==> config.mk <==
export PLATFORM = sky130hd
export DESIGN_NAME = samc_core
export DESIGN_NICKNAME = d
export VERILOG_FILES = /design/src/inc/samc_pkg.sv /design/src/hdl/samc_core.sv /design/src/hdl/samc_fifo.sv
export VERILOG_INCLUDE_DIRS = /design/src /design/src/inc
export SDC_FILE = /design/constraint.sdc
export NUM_CORES = 1
export LEC_CHECK = 0
export ABC_AREA = 1
export BUFFER_PORTS_ARGS = -buffer_cell sky130_fd_sc_hd__buf_4
export CAP_MARGIN = 20
export CORE_UTILIZATION = 30
export CTS_CLUSTER_DIAMETER = 80
export DETAILED_ROUTE_END_ITERATION = 6
export PLACE_DENSITY = 0.47
export REMOVE_ABC_BUFFERS = 1
export SYNTH_ARGS = -nofsm -noshare
export SYNTH_HDL_FRONTEND = slang
export SYNTH_SLANG_ARGS = --single-unit
==> constraint.sdc <==
create_clock -name sys_clk -period 2.3 [get_ports sys_clk]
set_input_delay 0.23 -clock sys_clk [delete_from_list [all_inputs] [get_ports sys_clk]]
set_output_delay 0.23 -clock sys_clk [all_outputs]
set_load 0.005 [all_outputs]
==> src/inc/samc_defines.svh <==
`ifndef SAMC_DEFINES_SVH
`define SAMC_DEFINES_SVH

// Result and address widths
`define SAMC_RES_BITS 8
`define SAMC_CH_BITS 3
`define SAMC_ADDR_BITS_4CH 4'h3
`define SAMC_ADDR_BITS_8CH 4'h4
`define SAMC_ADDR_REG_BITS 4
`define SAMC_LSB_REG_BITS 9

// Successive approximation timing, in link clock periods, and first trial mask
`define SAMC_CONV_LAST 4'h7
`define SAMC_MSB_MASK 8'h80

// Input synchroniser width
`define SAMC_SYNC_BITS 7

// Result FIFO shape
`define SAMC_FIFO_DEPTH 4

// Reset values
`define SAMC_RST_BYTE 8'h00
`define SAMC_RST_CNT 4'h0

`endif

==> src/inc/samc_pkg.sv <==
package samc_pkg;

  typedef enum logic [2:0] {
    SAMC_ST_IDLE,
    SAMC_ST_ADDR,
    SAMC_ST_SETTLE,
    SAMC_ST_CONV,
    SAMC_ST_TAIL
  } samc_state_type;

  typedef struct packed {
    logic valid;
    logic [2:0] pos_ch;
    logic [2:0] neg_ch;
    logic neg_shared;
    logic neg_ground;
  } samc_mux_sel_type;

  typedef struct packed {
    logic link_clk;
    logic cs_n;
    logic din;
    logic lsb_en_n;
    logic comp_above;
    logic reversed;
    logic eight_ch;
  } samc_pins_type;

endpackage

==> src/hdl/samc_core.sv <==
// Notes on behaviour
// Chip select low enables logic for conversion
// Rising link clock samples serial input
// First high sample is the start bit; the code ignores it while the result FIFO is full
// Controller sends three or four assignment bits
// Last address bit applies mux, starts conversion
// Serial input ignored throughout the conversion
// One settling period driving a low bit
// Result bits leave MSB first, one per clock
// After eight result clocks flag drops low
// Four-channel variant repeats result LSB first
// Eight-channel holds LSB while select high
// Select low shifts nine-bit register LSB first
// Chip select high clears all, outputs float; the code keeps the result FIFO entries
// New conversion needs select edge and start
// Input sampled only while output floats
// Positive below negative gives all zeros
// Differential pairs only adjacent channels
// Four-channel address decode
// Eight-channel address decode
// Pseudodifferential uses shared negative input
// Address order: mode, odd, select bits
// Serial output changes on falling edge
`timescale 1ns/100ps
`include "samc_defines.svh"

module samc_core (
  input wire logic sys_clk,
  input wire logic reset_n,
  input wire logic link_clk,
  input wire logic chip_select_n,
  input wire logic serial_in,
  input wire logic lsb_first_enable_n,
  input wire logic eight_channel,
  input wire logic comp_above,
  input wire logic inputs_reversed,
  output logic serial_out,
  output logic serial_out_oe,
  output logic converting_flag,
  output logic converting_flag_oe,
  output samc_pkg::samc_mux_sel_type mux_sel,
  output logic [`SAMC_RES_BITS-1:0] trial_code,
  output logic [`SAMC_RES_BITS-1:0] result_data,
  output logic result_valid,
  input wire logic result_ready
);

  // Mux decode for both variants
  function automatic samc_pkg::samc_mux_sel_type decode_mux(
    input logic [`SAMC_ADDR_REG_BITS-1:0] bits,
    input logic eight
  );
    logic single;
    logic odd;
    logic [1:0] sel;
    samc_pkg::samc_mux_sel_type m;
    single = eight ? bits[3] : bits[2];
    odd = eight ? bits[2] : bits[1];
    sel = eight ? bits[1:0] : {1'b0, bits[0]};
    m.valid = 1'b1;
    m.pos_ch = {sel, odd}; // see
    m.neg_ch = {sel, ~odd};
    m.neg_shared = single && eight;
    m.neg_ground = single && !eight;
    return m;
  endfunction

  // Every pin is asynchronous to sys_clk
  samc_pkg::samc_pins_type pins_raw;
  samc_pkg::samc_pins_type sync1_q;
  samc_pkg::samc_pins_type sync2_q;
  logic link_clk_prev_q;

  assign pins_raw.link_clk = link_clk;
  assign pins_raw.cs_n = chip_select_n;
  assign pins_raw.din = serial_in;
  assign pins_raw.lsb_en_n = lsb_first_enable_n;
  assign pins_raw.comp_above = comp_above;
  assign pins_raw.reversed = inputs_reversed;
  assign pins_raw.eight_ch = eight_channel;

  always_ff @(posedge sys_clk or negedge reset_n) begin
    if (!reset_n) begin
      // Reset to the idle pin levels so no frame or select glitch follows release
      sync1_q <= '{cs_n: 1'b1, lsb_en_n: 1'b1, default: 1'b0};
      sync2_q <= '{cs_n: 1'b1, lsb_en_n: 1'b1, default: 1'b0};
      link_clk_prev_q <= 1'b0;
    end else begin
      sync1_q <= pins_raw;
      sync2_q <= sync1_q;
      link_clk_prev_q <= sync2_q.link_clk;
    end
  end

  wire selected;
  wire clk_rise;
  wire clk_fall;
  wire din_s;
  wire comp_eff;
  wire lsb_shift_ok;
  wire fifo_in_ready;
  logic variant_q;

  // Pins float high when undriven; reset keeps the device deselected
  assign selected = !sync2_q.cs_n;
  assign clk_rise = sync2_q.link_clk && !link_clk_prev_q;
  assign clk_fall = !sync2_q.link_clk && link_clk_prev_q;
  assign din_s = sync2_q.din;
  // A reversed input pair can only decide zeros
  assign comp_eff = sync2_q.comp_above && !sync2_q.reversed;
  assign lsb_shift_ok = !variant_q || !sync2_q.lsb_en_n; // see

  samc_pkg::samc_state_type state_q;
  samc_pkg::samc_state_type state_d;
  logic [`SAMC_ADDR_REG_BITS-1:0] addr_q;
  logic [`SAMC_ADDR_REG_BITS-1:0] addr_d;
  logic [3:0] cnt_q;
  logic [3:0] cnt_d;
  logic [`SAMC_RES_BITS-1:0] approx_q;
  logic [`SAMC_RES_BITS-1:0] approx_d;
  logic [`SAMC_RES_BITS-1:0] mask_q;
  logic [`SAMC_RES_BITS-1:0] mask_d;
  logic [`SAMC_RES_BITS-1:0] trial_q;
  logic [`SAMC_RES_BITS-1:0] trial_d;
  logic [`SAMC_LSB_REG_BITS-1:0] lsb_q;
  logic [`SAMC_LSB_REG_BITS-1:0] lsb_d;
  samc_pkg::samc_mux_sel_type mux_q;
  samc_pkg::samc_mux_sel_type mux_d;
  logic out_q;
  logic out_d;
  logic oe_q;
  logic oe_d;
  logic busy_q;
  logic busy_d;
  logic push;
  wire [3:0] addr_need;
  wire [3:0] cnt_inc;
  wire [`SAMC_ADDR_REG_BITS-1:0] addr_shift;

  assign addr_need = variant_q ? `SAMC_ADDR_BITS_8CH : `SAMC_ADDR_BITS_4CH;
  assign cnt_inc = cnt_q + 4'h1;
  // Bits enter in the order mode, odd/even, select high, select low; four channels send no select high
  assign addr_shift = {addr_q[`SAMC_ADDR_REG_BITS-2:0], din_s};

  always_comb begin
    state_d = state_q;
    addr_d = addr_q;
    cnt_d = cnt_q;
    approx_d = approx_q;
    mask_d = mask_q;
    trial_d = trial_q;
    lsb_d = lsb_q;
    mux_d = mux_q;
    out_d = out_q;
    oe_d = oe_q;
    busy_d = busy_q;
    push = 1'b0;
    if (!selected) begin
      // Deselect wipes the conversion registers, not the result FIFO, and floats both drivers
      state_d = samc_pkg::SAMC_ST_IDLE; // see
      addr_d = '0;
      cnt_d = `SAMC_RST_CNT;
      approx_d = `SAMC_RST_BYTE;
      mask_d = `SAMC_RST_BYTE;
      trial_d = `SAMC_RST_BYTE;
      lsb_d = '0;
      mux_d = '0;
      out_d = 1'b0;
      oe_d = 1'b0;
      busy_d = 1'b0;
    end else begin
      unique case (state_q)
        samc_pkg::SAMC_ST_IDLE: begin
          // Low samples are dropped; start is held off while results back up
          if (clk_rise && din_s && fifo_in_ready) begin // see
            state_d = samc_pkg::SAMC_ST_ADDR;
            addr_d = '0;
            cnt_d = `SAMC_RST_CNT;
          end
        end
        samc_pkg::SAMC_ST_ADDR: begin
          if (clk_rise) begin // see
            addr_d = addr_shift;
            cnt_d = cnt_inc;
            if (cnt_inc == addr_need) begin
              state_d = samc_pkg::SAMC_ST_SETTLE;
              mux_d = decode_mux(addr_shift, variant_q);
              busy_d = 1'b1;
            end
          end
        end
        samc_pkg::SAMC_ST_SETTLE: begin
          if (clk_fall) begin
            oe_d = 1'b1; // see
            out_d = 1'b0;
            approx_d = `SAMC_RST_BYTE;
            mask_d = `SAMC_MSB_MASK;
            trial_d = `SAMC_MSB_MASK;
            cnt_d = `SAMC_RST_CNT;
            state_d = samc_pkg::SAMC_ST_CONV;
          end
        end
        samc_pkg::SAMC_ST_CONV: begin
          // serial_in is not looked at here
          if (clk_rise && comp_eff) begin
            approx_d = approx_q | mask_q;
          end
          if (clk_fall) begin
            out_d = |(approx_q & mask_q); // see
            mask_d = mask_q >> 1;
            trial_d = approx_q | (mask_q >> 1);
            cnt_d = cnt_inc;
            if (cnt_q == `SAMC_CONV_LAST) begin
              busy_d = 1'b0;
              lsb_d = {1'b0, approx_q};
              push = 1'b1;
              state_d = samc_pkg::SAMC_ST_TAIL;
            end
          end
        end
        samc_pkg::SAMC_ST_TAIL: begin
          // LSB stays on the line until shifting is allowed
          if (clk_fall && lsb_shift_ok) begin // see see
            lsb_d = lsb_q >> 1;
            out_d = lsb_q[1];
          end
        end
      endcase
    end
  end

  always_ff @(posedge sys_clk or negedge reset_n) begin
    if (!reset_n) begin
      state_q <= samc_pkg::SAMC_ST_IDLE;
      addr_q <= '0;
      cnt_q <= `SAMC_RST_CNT;
      approx_q <= `SAMC_RST_BYTE;
      mask_q <= `SAMC_RST_BYTE;
      trial_q <= `SAMC_RST_BYTE;
      lsb_q <= '0;
      mux_q <= '0;
      out_q <= 1'b0;
      oe_q <= 1'b0;
      busy_q <= 1'b0;
    end else begin
      state_q <= state_d;
      addr_q <= addr_d;
      cnt_q <= cnt_d;
      approx_q <= approx_d;
      mask_q <= mask_d;
      trial_q <= trial_d;
      lsb_q <= lsb_d;
      mux_q <= mux_d;
      out_q <= out_d;
      oe_q <= oe_d;
      busy_q <= busy_d;
    end
  end

  // Variant strap is taken only while deselected, so it cannot move mid-frame
  always_ff @(posedge sys_clk or negedge reset_n) begin
    if (!reset_n) begin
      variant_q <= 1'b0;
    end else if (!selected) begin
      variant_q <= sync2_q.eight_ch;
    end
  end

  logic flag_oe_q;

  always_ff @(posedge sys_clk or negedge reset_n) begin
    if (!reset_n) begin
      flag_oe_q <= 1'b0;
    end else begin
      flag_oe_q <= selected;
    end
  end

  samc_fifo #(
    .WIDTH(`SAMC_RES_BITS),
    .DEPTH(`SAMC_FIFO_DEPTH)
  ) u_result_fifo (
    .sys_clk(sys_clk),
    .reset_n(reset_n),
    .in_data(approx_q),
    .in_valid(push),
    .in_ready(fifo_in_ready),
    .out_data(result_data),
    .out_valid(result_valid),
    .out_ready(result_ready)
  );

  assign serial_out = out_q;
  assign serial_out_oe = oe_q;
  assign converting_flag = busy_q;
  assign converting_flag_oe = flag_oe_q;
  assign mux_sel = mux_q;
  assign trial_code = trial_q;

endmodule // samc_core

==> src/hdl/samc_fifo.sv <==
`timescale 1ns/100ps

module samc_fifo #(
  parameter int WIDTH = 8,
  parameter int DEPTH = 4
) (
  input wire logic sys_clk,
  input wire logic reset_n,
  input wire logic [WIDTH-1:0] in_data,
  input wire logic in_valid,
  output logic in_ready,
  output logic [WIDTH-1:0] out_data,
  output logic out_valid,
  input wire logic out_ready
);

  localparam int AW = (DEPTH > 1) ? $clog2(DEPTH) : 1;

  logic [WIDTH-1:0] mem_q [DEPTH];
  logic [AW-1:0] wr_ptr_q;
  logic [AW-1:0] rd_ptr_q;
  logic [AW:0] count_q;
  wire do_push;
  wire do_pop;

  function automatic logic [AW-1:0] ptr_next(input logic [AW-1:0] p);
    ptr_next = (p == AW'(DEPTH - 1)) ? '0 : p + AW'(1);
  endfunction

  assign in_ready = (count_q != (AW+1)'(DEPTH));
  assign out_valid = (count_q != '0);
  assign do_push = in_valid && in_ready;
  assign do_pop = out_valid && out_ready;
  assign out_data = mem_q[rd_ptr_q];

  always_ff @(posedge sys_clk or negedge reset_n) begin
    if (!reset_n) begin
      for (int i = 0; i < DEPTH; i++) begin
        mem_q[i] <= '0;
      end
    end else if (do_push) begin
      mem_q[wr_ptr_q] <= in_data;
    end
  end

  always_ff @(posedge sys_clk or negedge reset_n) begin
    if (!reset_n) begin
      wr_ptr_q <= '0;
      rd_ptr_q <= '0;
      count_q <= '0;
    end else begin
      if (do_push) begin
        wr_ptr_q <= ptr_next(wr_ptr_q);
      end
      if (do_pop) begin
        rd_ptr_q <= ptr_next(rd_ptr_q);
      end
      if (do_push && !do_pop) begin
        count_q <= count_q + (AW+1)'(1);
      end else if (do_pop && !do_push) begin
        count_q <= count_q - (AW+1)'(1);
      end
    end
  end

endmodule // samc_fifo

==> results of run 1 <==
-- how the worst max path moves through the flow --
stage                                       from                                    to  slack [ns]  cells past startpoint
after floorplan           state_q[2]$_DFFE_PN0P_  u_result_fifo.count_q[2]$_DFFE_PN0P_       -0.17                     10
after global placement      cnt_q[1]$_DFFE_PN0P_  u_result_fifo.count_q[2]$_DFFE_PN0P_        0.22                     10
after detailed placement    cnt_q[1]$_DFFE_PN0P_  u_result_fifo.count_q[2]$_DFFE_PN0P_        0.15                     10
after CTS                   cnt_q[1]$_DFFE_PN0P_  u_result_fifo.count_q[2]$_DFFE_PN0P_        0.13                     10
after global routing        cnt_q[1]$_DFFE_PN0P_  u_result_fifo.count_q[2]$_DFFE_PN0P_        0.01                     10
final                       cnt_q[1]$_DFFE_PN0P_  u_result_fifo.count_q[2]$_DFFE_PN0P_        0.19                     10
-- routing by layer --
metal	track usage	vias up
met1	0.200	1779
met2	0.247	64
li1	-	1875
met4	0.0547	0
met5	0	-
met3	0.0371	11
-- area by class of cell --
cell class | instances | area share
flip-flops and latches | 107 | 0.474
multi-input cells | 369 | 0.315
repair buffers | 58 | 0.0827
clock buffers | 14 | 0.0467
well taps | 211 | 0.0467
inverters | 50 | 0.0332
clock inverters | 2 | 0.00177
-- cell usage in the layout, fill, tap and decap left out --
master / synthesis / routed
buf_4: 3 / 49
clkbuf_1: 5 / 3
o21ai_0: 77 / 77
and3_4: 0 / 1
inv_1: 48 / 48
a21oi_1: 12 / 12
buf_12: 0 / 1
a21boi_0: 1 / 1
ha_1: 7 / 6
nand2_4: 4 / 4
dlygate4sd3_1: 0 / 8
nor3_1: 1 / 1
inv_2: 2 / 2
nor2_1: 44 / 43
ha_2: 0 / 1
o21ai_1: 41 / 41
nand3_2: 1 / 1
dfrtp_1: 103 / 103
nor2_4: 1 / 1
nand2_2: 1 / 1
clkbuf_8: 0 / 2
xor2_1: 1 / 1
dfstp_2: 4 / 4
o22ai_1: 8 / 8
clkbuf_16: 0 / 9
nand3_1: 22 / 22
nand2_1: 131 / 131
xnor2_1: 1 / 1
or2_2: 1 / 1
clkinv_2: 0 / 2
fa_1: 1 / 1
nand4_1: 5 / 5
nor2_2: 8 / 9
-- power by group through the flow --
| stage | Sequential [mW] | Combinational, mW | Clock [mW] |
|---|---|---|---|
| after floorplan | 2.21 | 0.745 | 0 |
| after global placement | 2.21 | 1.33 | 0 |
| after detailed placement | 2.21 | 1.34 | 0 |
| after CTS | 2.18 | 1.36 | 1.54 |
| after global routing | 2.20 | 1.53 | 1.59 |
| final | 2.18 | 1.35 | 1.47 |
-- sequential cells by signal, indices dropped and copies added (netlist names), 2 cells and up --
| signal | cells |
|---|---|
| addr_q | 3 |
| mask_q | 8 |
| u_result_fifo.count_q | 3 |
| sync1_q | 7 |
| u_result_fifo.wr_ptr_q | 2 |
| state_q | 3 |
| u_result_fifo.mem_q | 32 |
| approx_q | 8 |
| lsb_q | 7 |
| u_result_fifo.rd_ptr_q | 2 |
| trial_code | 8 |
| cnt_q | 4 |
| sync2_q | 6 |
| mux_sel | 7 |
-- cells by family (layout without fill, tap and decap cells) --
logic type | Yosys count | after routing | share of synthesized area
flip-flops | 107 | 107 | 0.562
buffers and inverters | 69 | 124 | 0.0661
XOR/XNOR | 2 | 2 | 0.00367
AND/OR/NAND/NOR | 220 | 220 | 0.197
AO/OA/AOI/OAI | 139 | 139 | 0.148
adder cells (fa/ha/maj) | 8 | 8 | 0.0226
-- worst register-to-register path: cells and delay by family, from the launching register on --
| kind | cells | cell delay [ns] |
|---|---|---|
| fa+ha+maj | 3 | 0.70 |
| simple gates | 3 | 0.42 |
| flops | 1 | 0.38 |
| compound gates | 2 | 0.26 |
| xor+xnor | 1 | 0.16 |
| buf+inv | 1 | 0.07 |
-- repair_timing --
item                                    in CTS  in global routing
hold endpoints to repair                    43                  0
setup buffers                                0                  1
hold buffers                                 8                  0
endpoints found under the setup margin       0                  1
gates resized for setup                      0                  3
==> impl_metrics.ini, run 1 <==
[synthesis]
synth_enable_flop_cells = 0
syn_inst = 545
synth_area_leaders = dfrtp_1 (54%), nand2_1 (10%), o21ai_0 (8.1%), o21ai_1 (4.3%), inv_1 (3.8%)
synth_common_cells = nand2_1 (131), dfrtp_1 (103), o21ai_0 (77), inv_1 (48), nor2_1 (44)
async_reset_ff_frac = 1.00
ys_warn_count = 0
ys.flop_type = dfrtp_1
syn_area_per_cell_sq_um = 8.75
synth.distinct_cells = 29
yosys.area.top_type = dfrtp_1
ys_ff_latch = 107
seq_area_frac_synth = 0.562
netlist_area_sq_mm = 0.00477
yosysMostFrequentCell = nand2_1
netlist.area_leader.share = 0.540

[sta]
relSlewSlack = 0.627
max_freq_mhz = 474
finalCritPeriodShare = 0.917
worstMarginPinSlew_ns = 0.559
final-setup-viol-count = 0
holdWs_ns = 0.331
final_hold_viol_count = 0
finalCriticalPeriod_ns = 2.11
fin_setup_tns_ns = 0
worst_slack_ns = 0.190
drv_slew = 0
fin_worst_skew_ns = 0.0122
rsz0062_at_grt = no

[worst_hold_path]
holdPathStages = 4
min_from = result_ready
worstHoldEndpoint = u_result_fifo.rd_ptr_q[1]$_DFFE_PN0P_
hp-class = input pin to flop

[critical_path]
cp_max_fo = 3
required_ns = 2.53
path_buf_inv = 1
worstPathArrival_ns = 2.34
endpoint_kind = flop
cp_top_family = adder cells
crit_type = flop to flop
crit_path_start_kind = flop
crit_slowest_cell = dfrtp_1
r2r_start = cnt_q[1]$_DFFE_PN0P_
worstRegToRegCells = 10
r2r_slack_ns = 0.19
worstReg2RegEnd = u_result_fifo.count_q[2]$_DFFE_PN0P_
cp_cell_sequence = ha_2 > nand3_1 > nor2_2 > and3_4 > ha_1 > inv_1 > fa_1 > a21oi_1 > o21ai_0 > xor2_1
cpPeakStageDelay_ns = 0.38

[drt]
drc_errors = 0
routed_wl_um = 11500
via_per_inst = 4.60
drt_iter0_markers = 254
postRouteAntennaNets = 0
top_layer = met4
route.met2.wl_um = 5240
wire_per_inst_um = 14.2
wl_met1_um = 5790
vias = 3729
first_pass_iters = 4
wl_met3_um = 314

[cells_and_area]
diodes = 0
fin_cells = 811
drive_gt1_frac = 0.147
fillCellCount = 1579
multi_input_area_sq_mm = 0.00178
fin_util = 0.368
regArea_sq_mm = 0.00268
area_growth_pct = 18.6
final_nets = 613
final_cell_area_sq_mm = 0.00566

[floorplan]
fp.dieW_um = 128
ios = 40
die-area_sq_mm = 0.0164
die_h_um = 128
row_count = 45
start_util = 0.310
core_area_sq_mm = 0.0154

[place]
gp_congestion = 0.834
postPlaceCellArea_sq_mm = 0.00529
dpl_worst_slack_ns = 0.150
port_buffers = 39
dp_cells = 786
dp_hpwl_um = 7920

[power]
internal_power_mw = 3.36
power_density_mw_per_mm2 = 883
p_total_mw = 4.99
p_seq_frac = 0.436
p_switching_mw = 1.64
combinationalPowerShare = 0.270
peakVddDrop_mv = 0.367
switching_share = 0.327
clkPwrFrac = 0.295
p_leak_nw = 2.65

[grt]
grt.overflow.total = 0
antenna_found_initial = 0
grt_pass1_wl_um = 19300
grt_pass1_vias = 3760
grtUsageTotal = 0.153
grt_max_degree = 44

[clock_network]
clk_latency_ns = 0.36
cts-htree-levels = 3
cts_buffers = 9
cts_max_path_buffers = 2
cts_tree = built
clkTransAtPathRegs_ns = 0.08
cts.sinks = 107
root_buffer = clkbuf_16

[flow_run]
maxCapViolations = 0

[run_status]
outcome = finished, final reports clean
(Power assumes the default switching activity.)
==> run 2: changes to the inputs <==
CORE_MARGIN = 4   (was unset)
CORE_UTILIZATION = 53   (was 30)
PLACE_DENSITY = 0.75   (was 0.47)
==> run 2 against run 1 <==
Against the previous run:
- register-to-register slack worse by 0.03 ns
- sequential share of layout area up 1.9 points
- sequential power is essentially flat
- first-iteration DRC count grew 15%
- critical path type unchanged
- cell area shrank 3.8%
- combinational power is essentially flat
- final cell count fell by 13%
- worst setup slack worse by 0.029 ns
- global-route usage grew 5.3 points
- clock-buffer cell count down 2
- routed wire length fell by 13%
- die area is 36% lower
==> impl_metrics.ini, run 2 (synthesis gave the netlist of run 1 again) <==
[place]
dpl_worst_slack_ns = 0.0879
postPlaceCellArea_sq_mm = 0.00515
port_buffers = 39
dp_hpwl_um = 7010
gp_congestion = 0.851
dp_cells = 682

[grt]
antenna_found_initial = 0
grt_pass1_vias = 3523
grt_max_degree = 38
grt_pass1_wl_um = 17200
grtUsageTotal = 0.206
grt.overflow.total = 0

[power]
power_density_mw_per_mm2 = 850
p_leak_nw = 2.61
peakVddDrop_mv = 0.392
clkPwrFrac = 0.242
internal_power_mw = 3.07
switching_share = 0.336
p_total_mw = 4.62
combinationalPowerShare = 0.288
p_seq_frac = 0.470
p_switching_mw = 1.55

[cells_and_area]
fillCellCount = 768
most-common-layout-cells = nand2_1 (131), dfrtp_1 (103), o21ai_0 (77)
largest_register_ffs = 32
final_common_cell = nand2_1
final_nets = 613
fin_cells = 708
drive_gt1_frac = 0.145
regMostFlops = u_result_fifo.mem_q
final_cell_area_sq_mm = 0.00544
diodes = 0
area_growth_pct = 14.1

[floorplan]
die_h_um = 103
fp.dieW_um = 103
start_util = 0.547
core_area_sq_mm = 0.00872
row_count = 34
ios = 40
die-area_sq_mm = 0.0106

[sta]
relSlewSlack = 0.669
holdWs_ns = 0.295
worstMarginPinSlew_ns = 0.496
max_freq_mhz = 468
worst_slack_ns = 0.161
drv_slew = 0
final-setup-viol-count = 0
final_hold_viol_count = 0
fin_worst_skew_ns = 0.0201
finalCriticalPeriod_ns = 2.14
finalCritPeriodShare = 0.930
rsz0062_at_grt = no

[critical_path]
endpoint_kind = flop
cpPeakStageDelay_ns = 0.37
crit_top_cell = ha_1
worstPathArrival_ns = 2.37
crit_slowest_cell = dfrtp_1
crit_type = flop to flop
worstRegToRegCells = 10
cp_max_fo = 3
cp_cell_sequence = ha_1 > nand3_1 > nor2_2 > and3_4 > ha_1 > inv_1 > fa_1 > a21oi_1 > o21ai_0 > xor2_1
crit_path_start_kind = flop
required_ns = 2.53

[clock_network]
cts_tree = built
root_buffer = clkbuf_8
cts_buffers = 9
cts-htree-levels = 3
cts.sinks = 107
cts_max_path_buffers = 2
clk_latency_ns = 0.37
clkTransAtPathRegs_ns = 0.11

[flow_run]
maxCapViolations = 0

[drt]
postRouteAntennaNets = 0
drc_errors = 0
first_pass_iters = 5
routed_wl_um = 9970
via_per_inst = 5.36
wire_per_inst_um = 14.1
drt_iter0_markers = 293
vias = 3797

[worst_hold_path]
hp-class = input pin to flop
holdPathStages = 4

[run_status]
outcome = finished, final reports clean
[run 2: cell types whose count changed in the layout (fill, tap and decap cells not counted), sizes merged]
cell,change
bufinv,+1
clkbuf,-2
clkinv,+1
[run 2: repair_timing]
item,CTS,global route
resized for setup,0,2
endpoints found under the hold margin,37,0
setup endpoints to repair,0,1
setup buffers,0,2
hold buffers,8,0
[run 2: through the flow]
step | TNS (ns) | utilization
2_1_floorplan | -0.167 | -
3_3_place_gp | 0 | 0.591
3_5_place_dp | 0 | 0.591
4_1_cts | 0 | 0.621
5_1_grt | 0 | 0.624
6_report | 0 | 0.624
[run 2: layout make-up]
cell class | instances | area (sq um) | area share
well taps | 108 | 135 | 0.0248
inverters | 50 | 188 | 0.0345
multi-input cells | 369 | 1780 | 0.327
clock inverters | 4 | 52.6 | 0.00966
repair buffers | 58 | 468 | 0.0860
clock buffers | 12 | 135 | 0.0248
flip-flops and latches | 107 | 2680 | 0.493
[run 2: power groups by stage]
stage | combinational, mW | sequential [mW] | clock (mW)
after floorplan | 0.745 | 2.21 | 0
after global placement | 1.27 | 2.20 | 0
after CTS | 1.33 | 2.18 | 1.14
after global routing | 1.51 | 2.20 | 1.22
final | 1.33 | 2.18 | 1.12
after detailed placement | 1.31 | 2.21 | 0
[run 2: worst paths after layout]
path / startpoint / end / slack (ns)
max in group asynchronous: reset_n / trial_code[7]$_DFFE_PN0P_ / 1.30
worst max-delay path: cnt_q[1]$_DFFE_PN0P_ / u_result_fifo.count_q[2]$_DFFE_PN0P_ / 0.16
worst min-delay path: result_ready / u_result_fifo.rd_ptr_q[0]$_DFFE_PN0P_ / 0.30
worst min register to register: sync1_q[2]$_DFF_PN0_ / sync2_q[2]$_DFF_PN0_ / 0.35
min in group asynchronous: reset_n / mask_q[1]$_DFFE_PN0P_ / 0.36
worst max register to register: cnt_q[1]$_DFFE_PN0P_ / u_result_fifo.count_q[2]$_DFFE_PN0P_ / 0.16
[run 2: critical path: cells and delay by family (launching register included)]
| kind | cells | cell delay, ns |
|---|---|---|
| buffers and inverters | 1 | 0.06 |
| AOI/OAI and AO/OA | 2 | 0.25 |
| xor gates and xnor gates | 1 | 0.15 |
| and+or+nand+nor | 3 | 0.49 |
| DFF | 1 | 0.37 |
| adders and majority gates | 3 | 0.70 |
[run 2: per-layer routing]
| metal | wire, um | vias up | part of all wire | global-route usage |
|---|---|---|---|---|
| met5 | 0 | - | 0 | 0 |
| met4 | 181 | 0 | 0.018 | 0.0548 |
| met3 | 376 | 20 | 0.038 | 0.0379 |
| met1 | 4820 | 1815 | 0.48 | 0.312 |
| li1 | - | 1880 | - | - |
| met2 | 4590 | 82 | 0.46 | 0.307 |
